<file path="src/rtl/xsd_pkg.sv">
// package for the xor / skip / extension decode slice
// assumes: 16-bit instruction words, 8-bit data path, 12-bit data addresses
package xsd_pkg;

	// ****************************************************
	// opcode fields
	// ****************************************************
	localparam logic [7:0] OP_XOR_LIT_HI = 8'h0A;
	localparam logic [5:0] OP_XOR_FILE_HI = 6'h06;
	localparam logic [6:0] OP_TEST_SKIP_HI = 7'h33;
	localparam logic [7:0] OP_ADD_PTR_HI = 8'hE8;
	localparam logic [7:0] OP_SUB_PTR_HI = 8'hE9;
	localparam logic [1:0] PTR_TWO_SEL = 2'h3;
	localparam logic [7:0] OP_PUSH_LIT_HI = 8'hEA;
	localparam logic [6:0] OP_MOVE_EXT_HI = 7'h75;
	localparam logic [3:0] OP_SECOND_HI = 4'hF;
	localparam logic [7:0] OP_MOVE_LONG_HI = 8'h00;
	localparam logic [7:0] OP_MOVE_LONG_LO = 8'h02;
	localparam logic [7:0] OP_CALL_HI = 8'hEC;
	localparam logic [7:0] OP_GOTO_HI = 8'hEF;
	localparam logic [6:0] OP_LFSR_HI = 7'h77;
	localparam int DEST_BIT = 9;
	localparam int BANK_BIT = 8;
	localparam int SIGN_BIT = 7;
	localparam logic [7:0] INDEX_LIMIT = 8'h5F;
	localparam logic [3:0] ACCESS_HI_BANK = 4'hF;
	localparam logic [7:0] ACCESS_SPLIT = 8'h60;

	// ****************************************************
	// reset values and phases
	// ****************************************************
	localparam logic [7:0] ACCUM_RESET = 8'h00;
	localparam logic [1:0] PHASE_LAST = 2'h3;
	localparam logic [1:0] SKIP_MAX = 2'h3;

	typedef enum logic [1:0] {
		XSD_DECODE = 2'b00,
		XSD_READ = 2'b01,
		XSD_PROCESS = 2'b11,
		XSD_WRITE = 2'b10
	} xsd_phase_t;

	typedef struct packed {
		logic n;
		logic z;
	} xsd_flags_t;

	typedef struct packed {
		logic en;
		logic [11:0] addr;
		logic [7:0] data;
	} xsd_mem_wr_t;

	typedef struct packed {
		logic en;
		logic [1:0] sel;
		logic sub;
		logic [5:0] amount;
		logic ret;
	} xsd_ptr_op_t;

endpackage : xsd_pkg

</file>
<file path="src/rtl/xsd_decode.sv">
// decode and execute slice: xor forms, test-and-skip, extension gating
// assumes: instr_valid_i presents one fetched word per four-phase cycle,
// next_word_i shows the word after the current one, data read is
// combinational from the register file
`timescale 1ns/10ps

module xsd_decode
	import xsd_pkg::*;
(
	input wire logic ref_clk_i,
	input wire logic reset_i,
	input wire logic instr_valid_i,
	input wire logic [15:0] instr_i,
	input wire logic [15:0] next_word_i,
	input wire logic extension_enable_bit_i,
	input wire logic [3:0] bank_select_reg_i,
	input wire logic [11:0] pointer_two_i,
	input wire logic [7:0] file_rd_data_i,
	output logic [11:0] file_rd_addr_o,
	output logic indexed_o,
	output xsd_mem_wr_t file_wr_o,
	output logic [7:0] accum_o,
	output xsd_flags_t flags_o,
	output xsd_ptr_op_t ptr_op_o,
	output xsd_phase_t phase_o,
	output logic skip_active_o,
	output logic fetch_discard_o,
	output logic busy_o
);

	// ****************************************************
	// decode
	// ****************************************************
	xsd_phase_t phase_reg;
	logic [7:0] accum_reg;
	xsd_flags_t flags_reg;
	xsd_mem_wr_t wr_reg;
	xsd_ptr_op_t ptr_reg;
	logic [1:0] skip_cnt_reg;
	logic [15:0] op_reg;
	logic op_live_reg;
	logic [7:0] result_reg;
	logic [1:0] next_words;
	logic is_xor_lit;
	logic is_xor_file;
	logic is_test_skip;
	logic is_ptr_two_ret;
	logic in_skip;
	logic take_op;

	assign in_skip = (skip_cnt_reg != 2'h0);
	assign take_op = instr_valid_i && (phase_reg == XSD_DECODE) && !in_skip;

	assign is_xor_lit = (op_reg[15:8] == OP_XOR_LIT_HI);
	assign is_xor_file = (op_reg[15:10] == OP_XOR_FILE_HI);
	assign is_test_skip = (op_reg[15:9] == OP_TEST_SKIP_HI);
	assign is_ptr_two_ret = extension_enable_bit_i
		&& (op_reg[15:8] == OP_ADD_PTR_HI || op_reg[15:8] == OP_SUB_PTR_HI)
		&& (op_reg[7:6] == PTR_TWO_SEL);

	xsd_addr_gen u_addr_gen (
		.file_i(op_reg[7:0]),
		.bank_bit_i(op_reg[BANK_BIT]),
		.ext_en_i(extension_enable_bit_i),
		.bank_select_reg_i(bank_select_reg_i),
		.pointer_two_i(pointer_two_i),
		.addr_o(file_rd_addr_o),
		.indexed_o(indexed_o)
	);

	xsd_word_len u_word_len (
		.word_i(next_word_i),
		.ext_en_i(extension_enable_bit_i),
		.words_o(next_words)
	);

	// ****************************************************
	// phase sequencer
	// ****************************************************
	// four phase cycle
	always_ff @(posedge ref_clk_i) begin
		if (reset_i) begin
			phase_reg <= XSD_DECODE;
		end else begin
			case (phase_reg)
				XSD_DECODE: begin
					if (instr_valid_i || in_skip) begin
						phase_reg <= XSD_READ;
					end
				end
				XSD_READ: phase_reg <= XSD_PROCESS;
				XSD_PROCESS: phase_reg <= XSD_WRITE;
				XSD_WRITE: phase_reg <= XSD_DECODE;
				default: phase_reg <= XSD_DECODE;
			endcase
		end
	end

	always_ff @(posedge ref_clk_i) begin
		if (reset_i) begin
			op_reg <= 16'h0000;
			op_live_reg <= 1'b0;
		end else if (take_op) begin
			op_reg <= instr_i;
			op_live_reg <= 1'b1;
		end else if (phase_reg == XSD_WRITE) begin
			op_live_reg <= 1'b0;
		end
	end

	// ****************************************************
	// data path
	// ****************************************************
	always_ff @(posedge ref_clk_i) begin
		if (reset_i) begin
			result_reg <= 8'h00;
		end else if (phase_reg == XSD_READ && op_live_reg) begin
			if (is_xor_lit) begin
				result_reg <= accum_reg ^ op_reg[7:0];
			end else begin
				result_reg <= accum_reg ^ file_rd_data_i;
			end
		end
	end

	always_ff @(posedge ref_clk_i) begin
		if (reset_i) begin
			accum_reg <= ACCUM_RESET;
			flags_reg <= '0;
			wr_reg <= '0;
		end else begin
			wr_reg.en <= 1'b0;
			if (phase_reg == XSD_PROCESS && op_live_reg
					&& (is_xor_lit || is_xor_file)) begin
				flags_reg.n <= result_reg[SIGN_BIT];
				flags_reg.z <= (result_reg == 8'h00);
				if (is_xor_file && op_reg[DEST_BIT]) begin
					wr_reg.en <= 1'b1;
					wr_reg.addr <= file_rd_addr_o;
					wr_reg.data <= result_reg;
				end else begin
					accum_reg <= result_reg;
				end
			end
		end
	end

	// ****************************************************
	// skip control
	// ****************************************************
	always_ff @(posedge ref_clk_i) begin
		if (reset_i) begin
			skip_cnt_reg <= 2'h0;
		end else if (phase_reg == XSD_WRITE) begin
			if (in_skip) begin
				skip_cnt_reg <= skip_cnt_reg - 2'h1;
			end else if (op_live_reg && is_test_skip
					&& file_rd_data_i == 8'h00) begin
				skip_cnt_reg <= next_words;
			end
		end
	end

	// ****************************************************
	// pointer two extended ops
	// ****************************************************
	always_ff @(posedge ref_clk_i) begin
		if (reset_i) begin
			ptr_reg <= '0;
		end else begin
			ptr_reg.en <= 1'b0;
			if (phase_reg == XSD_PROCESS && op_live_reg && is_ptr_two_ret) begin
				ptr_reg.en <= 1'b1;
				ptr_reg.sel <= PTR_TWO_SEL;
				ptr_reg.sub <= (op_reg[15:8] == OP_SUB_PTR_HI);
				ptr_reg.amount <= op_reg[5:0];
				ptr_reg.ret <= 1'b1;
			end
		end
	end

	// ****************************************************
	// outputs
	// ****************************************************
	assign accum_o = accum_reg;
	assign flags_o = flags_reg;
	assign file_wr_o = wr_reg;
	assign ptr_op_o = ptr_reg;
	assign phase_o = phase_reg;
	assign skip_active_o = in_skip;
	assign fetch_discard_o = in_skip && (phase_reg == XSD_DECODE);
	assign busy_o = op_live_reg || in_skip;

endmodule : xsd_decode

</file>
<file path="src/rtl/xsd_addr_gen.sv">
// data address generator for byte-oriented file operations
// assumes: pointer two value and bank select supplied by the core
`timescale 1ns/10ps
module xsd_addr_gen
	import xsd_pkg::*;
(
	input wire logic [7:0] file_i,
	input wire logic bank_bit_i,
	input wire logic ext_en_i,
	input wire logic [3:0] bank_select_reg_i,
	input wire logic [11:0] pointer_two_i,
	output logic [11:0] addr_o,
	output logic indexed_o
);
	always_comb begin
		indexed_o = 1'b0;
		if (bank_bit_i) begin
			addr_o = {bank_select_reg_i, file_i};
		end else if (ext_en_i && (file_i <= INDEX_LIMIT)) begin
			indexed_o = 1'b1;
			addr_o = 12'(pointer_two_i + {4'h0, file_i});
		end else if (file_i < ACCESS_SPLIT) begin
			addr_o = {4'h0, file_i};
		end else begin
			addr_o = {ACCESS_HI_BANK, file_i};
		end
	end
endmodule : xsd_addr_gen

</file>
<file path="src/rtl/xsd_word_len.sv">
// instruction length classifier used to size the skip
// assumes: word presented is the one following the test instruction
`timescale 1ns/10ps
module xsd_word_len
	import xsd_pkg::*;
(
	input wire logic [15:0] word_i,
	input wire logic ext_en_i,
	output logic [1:0] words_o
);
	always_comb begin
		words_o = 2'h1;
		// call matches both states of its fast-return bit
		if (word_i[15:9] == OP_CALL_HI[7:1] || word_i[15:8] == OP_GOTO_HI
				|| word_i[15:9] == OP_LFSR_HI
				|| word_i[15:12] == 4'hC) begin
			words_o = 2'h2;
		// push literal is the one-word member of this group
		end else if (ext_en_i && word_i[15:9] == OP_MOVE_EXT_HI
				&& word_i[15:8] != OP_PUSH_LIT_HI) begin
			words_o = 2'h2;
		end else if (ext_en_i && word_i[15:8] == OP_MOVE_LONG_HI
				&& word_i[7:0] == OP_MOVE_LONG_LO) begin
			words_o = SKIP_MAX;
		end
	end
endmodule : xsd_word_len

</file>
<file path="config.mk">
export PLATFORM = sky130hd
export DESIGN_NAME = xsd_decode
export DESIGN_NICKNAME = d
export VERILOG_FILES = /design/src/rtl/xsd_pkg.sv /design/src/rtl/xsd_decode.sv /design/src/rtl/xsd_addr_gen.sv /design/src/rtl/xsd_word_len.sv
export SDC_FILE = /design/constraint.sdc
export NUM_CORES = 1
export LEC_CHECK = 0
export BUFFER_PORTS_ARGS = -buffer_cell sky130_fd_sc_hd__buf_2
export CAP_MARGIN = 5
export CELL_PAD_IN_SITES_DETAIL_PLACEMENT = 1
export CELL_PAD_IN_SITES_GLOBAL_PLACEMENT = 1
export CORE_ASPECT_RATIO = 1.1
export CORE_UTILIZATION = 33
export DETAILED_ROUTE_END_ITERATION = 6
export PLACE_DENSITY_LB_ADDON = 0.1
export SLEW_MARGIN = 20
export SYNTH_ARGS = -nofsm -noshare
export SYNTH_HDL_FRONTEND = slang
export SYNTH_HIERARCHICAL = 1
export SYNTH_SLANG_ARGS = --single-unit
export TNS_END_PERCENT = 10
</file>
<file path="constraint.sdc">
create_clock -name ref_clk_i -period 2 [get_ports ref_clk_i]
set_input_delay 0.3 -clock ref_clk_i [delete_from_list [all_inputs] [get_ports ref_clk_i]]
set_output_delay 0.3 -clock ref_clk_i [all_outputs]
set_load 0.01 [all_outputs]
</file>
==> results <==
- dfxtp_1 takes more of the synthesized area than any other cell.
- The most instantiated library cell after synthesis is dfxtp_1.
- The post-synthesis instance area is 0.00374 mm2.
- After Yosys synthesis, and, or, nand and nor cells account for 24.2% of the synthesized area.
- The dominant synthesized flop cell is dfxtp_1.
- Counting buffers and inverters, the worst setup path is 9 cells deep.
- The total wirelength of the detailed-routed design is 12400 um.
- No sink is reached through more buffers than the 2 on the longest clock path.
- In this run the power density over the cells is 714 mW/mm2.
- The synthesized netlist devotes 3.21% of its cell area to adder and majority cells.
- The kind of cell with the highest combined delay along the critical path is adder cells.
- The worst-case IR drop observed on VDD is 0.424 mV.
- In the final routed layout, each cell accounts on average for 16.7 um.
- The share of flip-flops with an asynchronous set or reset after synthesis is 0%.
- The number of optimization iterations in the first detailed-route pass is 4.
- The number of max-slew violations in the final report is 0.
- Data on the critical path is required at its endpoint by 1.70 ns.
- The average vias per placed instance is 5.23.
- The detailed placer's ending HPWL is 9400 um.
- The highest net fanout along the worst path is 3.
- The library cell contributing the largest single delay on the critical path is dfxtp_2.
- The post-layout worst setup margin is -0.405 ns.
- The core region is 0.0110 mm2.
- The initial antenna violation count was 0.
- The flow ran to the end, but the final reports show violations.
- TritonCTS built the clock tree.
- The total congestion overflow is 0.
- The number of antenna-violating nets in the routed design is 0.
- The number of synthesized flops with an enable pin is 0.
- The post-layout minimum cycle time is 2.41 ns.
- The pin count of the biggest net entering global routing is 77.
- The kind of start point of the critical path is a flip-flop.
- For this run, the top clock speed supported by timing is 416 MHz.
- Counting cells, the worst reg-to-reg path comes to 10.
- The synthesized netlist devotes 18.3% of its cell area to compound gates.
- In the final layout, the share of cells above drive strength 1 is 35.5%.
- At the end of the flow, the number of nets in the layout was 660.
- The number of cells after detailed placement is 726.
- The floorplan die height is 114 um.
- The worst setup path startpoint is op_reg[0]$_SDFFE_PP0P_.
- The worst slew slack as a fraction of its limit is 55.6%.
- After synthesis, the largest area contributor takes up 37.0% of total cell area.
- The worst register-to-register path ends at file_wr_o[16]$_SDFFE_PP0P_.
- The data arrival at the endpoint of the critical path is 2.11 ns.
- The initial utilization of the core area, before any placement, comes to 34.1%.
- The first global-routing pass estimated 19900 um of wire.
- Routability-driven placement finished with a final weighted congestion of 0.792.
- The largest family of logic cells by synthesized area is simple AND/OR/NAND/NOR gates.
- The hold violation total from the final report came to 0.
- The net count of the mapped netlist is 515.
- The cell at the root of the clock tree is clkbuf_16.
- The Yosys step of the flow raised 6 warnings.
- Summed over all cells, the static leakage comes to 0.00239 uW.
- Compared with the post-synthesis result, the final layout area differs by 36.9%.
- Counting distinct cell types in the post-synthesis netlist gives 58.
- The clock network latency to the later pin of the worst-skew pair is 0.34 ns.
- The worst-margin pin slew is 0.665 ns.
- In this run the count of I/O pins placed on the die edge is 120.
- The count of antenna diodes in the layout is 0.
- Excluding fillers, the count of instances in the completed layout stands at 742.
- The H-tree depth is 3.
- Sorting the synthesized cells by area gives the leading types as dfxtp_1, mux2i_1, nand2_1.
- The final reports fail on negative setup slack.
- The detailed router finished its first iteration with 180 violations.
- The number of buffer and inverter instances along the worst setup path is 2.
- The total die area is 0.0118 mm2.
- The total of max-cap violations is 0.
- Clock-pin slew was measured on the worst setup and hold paths at 0.06 ns.
- The number of instances in the synthesized netlist is 446.
- The reg-to-reg critical path startpoint is op_reg[0]$_SDFFE_PP0P_.
- The number of vias in the routed layout is 3883.
- The number of global-route vias before repair came to 3824.
- The number of synthesized register bits is 69.
- For this run, the slowest stage of the critical path takes 0.35 ns.
- The number of rows in the core area is 40.
- The quantity of I/O buffers inserted on ports is 119.
- Clock tree synthesis found a total of 69 sinks.
- The worst setup skew after layout is 0.00917 ns.
- Traced cell by cell, the critical path runs through ha_4, inv_2, fa_2, nand2b_4, a21oi_4, o211ai_1, mux2i_1, o311ai_2, buf_2.
- The CTS buffer count is 9.
- The path class of the tightest hold or removal check is input port to flip-flop.
- The register with the most flip-flops in the layout has 21 of them.
- The final cell area excluding filler cells is 0.00512 mm2.
- A synthesized cell averages 8.38 um2.
- The placed cell area is 0.00473 mm2.
- Setup repair after global routing could not meet its margin everywhere.
- Ranked by instance count, the synthesized netlist is headed by dfxtp_1, nand2_1, nor2_1.
- The part of the Yosys area used for sequential elements is 37.0%.
- The worst reg-to-reg setup slack is 0.08 ns.
- In the finished design, the share of the clock period the worst path needs comes to 120%.
- The worst slack on hold paths is 0.201 ns.
- The share of the synthesized netlist area taken by xor and xnor gates is 1.64%.
- The critical path ends at file_rd_addr_o[8].
- The critical path in this run is classified as flip-flop to primary output.
- The overall power consumption is 3650 uW.
- The die span in x is 103 um.
- The worst setup path is captured at a primary output.
- The proportion of synthesized area in mux cells is 10.2%.
- The total global routing track utilization is 22.4%.
- After detailed routing, the number of remaining DRC violations is 0.
- Setup violations remaining at the end of the flow were counted as 9.
-- worst min-delay path, cell delays in order --
cell     delay, ns
buf_2         0.10
nand2_1       0.04
a21oi_1       0.05
-- power by group --
group / switching [uW] / internal [uW] / total [uW] / leakage [uW]
Combinational: 351 / 283 / 634 / 0.00169
Clock: 615 / 957 / 1570 / 0.000141
Sequential: 39.6 / 1410 / 1450 / 0.000561
Total: 1010 / 2650 / 3650 / 0.00239
-- area by class of cell --
class | count | area (um2)
Clock buffer | 9 | 225
Clock inverter | 6 | 65.1
Fill cell | 1351 | 5840
Inverter | 18 | 67.6
Multi-Input combinational cell | 331 | 2250
Sequential cell | 69 | 1390
Tap cell | 147 | 184
Timing Repair Buffer | 162 | 935
-- metrics by stage --
stage | setup TNS [ns] | utilization, % | setup WS [ns]
after global placement | -1.87 | 43.2 | -0.270
after floorplan | 0 | - | 0.00258
after detailed placement | -1.99 | 43.2 | -0.286
after CTS | -2.74 | 46.6 | -0.439
final | -2.50 | 46.7 | -0.405
after global routing | -3.66 | 46.7 | -0.543
-- per-layer routing --
layer	share of wire, %	global-route usage [%]
met2	48	36.5
met5	0	0
met1	46	29.4
met3	4.8	3.98
met4	1.2	7.79
-- layout by cell type (no fill, tap or decap), types with 12 or more instances in the layout --
master    netlist  routed
inv_1          17      16
o41ai_1        14      14
mux2i_1        37      37
a21oi_1        34      29
dfxtp_1        69      66
nor3_1         16      16
nand2b_1       18      17
nor2_1         50      50
nand3_1        12      12
nand2_1        50      50
buf_2           3     119
buf_4           2      41
-- what timing repair did --
item,4_1_cts,5_1_grt
hold endpoints to repair,0,0
gates resized for setup,20,4
buffers inserted,1,0
hold buffers,0,0
setup endpoints to repair,16,16
pin swaps,7,2
-- kinds of logic (layout without fill, tap and decap cells) --
group / Yosys count / in the layout
xor gates and xnor gates: 7 / 7
buffers and inverters: 46 / 195
and+or+nand+nor: 182 / 182
AOI/OAI and AO/OA: 95 / 95
muxes: 38 / 38
DFF: 69 / 69
adders and majority gates: 9 / 9
-- worst min path at each step --
stage	start	endpoint	slack, ns	cells past startpoint
after global routing	instr_i[15]	op_reg[15]$_SDFFE_PP0P_	0.20	3
after CTS	instr_i[15]	op_reg[15]$_SDFFE_PP0P_	0.19	3
after global placement	flags_o[0]$_SDFFE_PP0P_	flags_o[0]$_SDFFE_PP0P_	0.44	2
final	instr_i[15]	op_reg[15]$_SDFFE_PP0P_	0.20	3
after detailed placement	flags_o[0]$_SDFFE_PP0P_	flags_o[0]$_SDFFE_PP0P_	0.45	2
after floorplan	instr_i[0]	op_reg[0]$_SDFFE_PP0P_	0.43	2
Power figures use the tool's default switching activity.
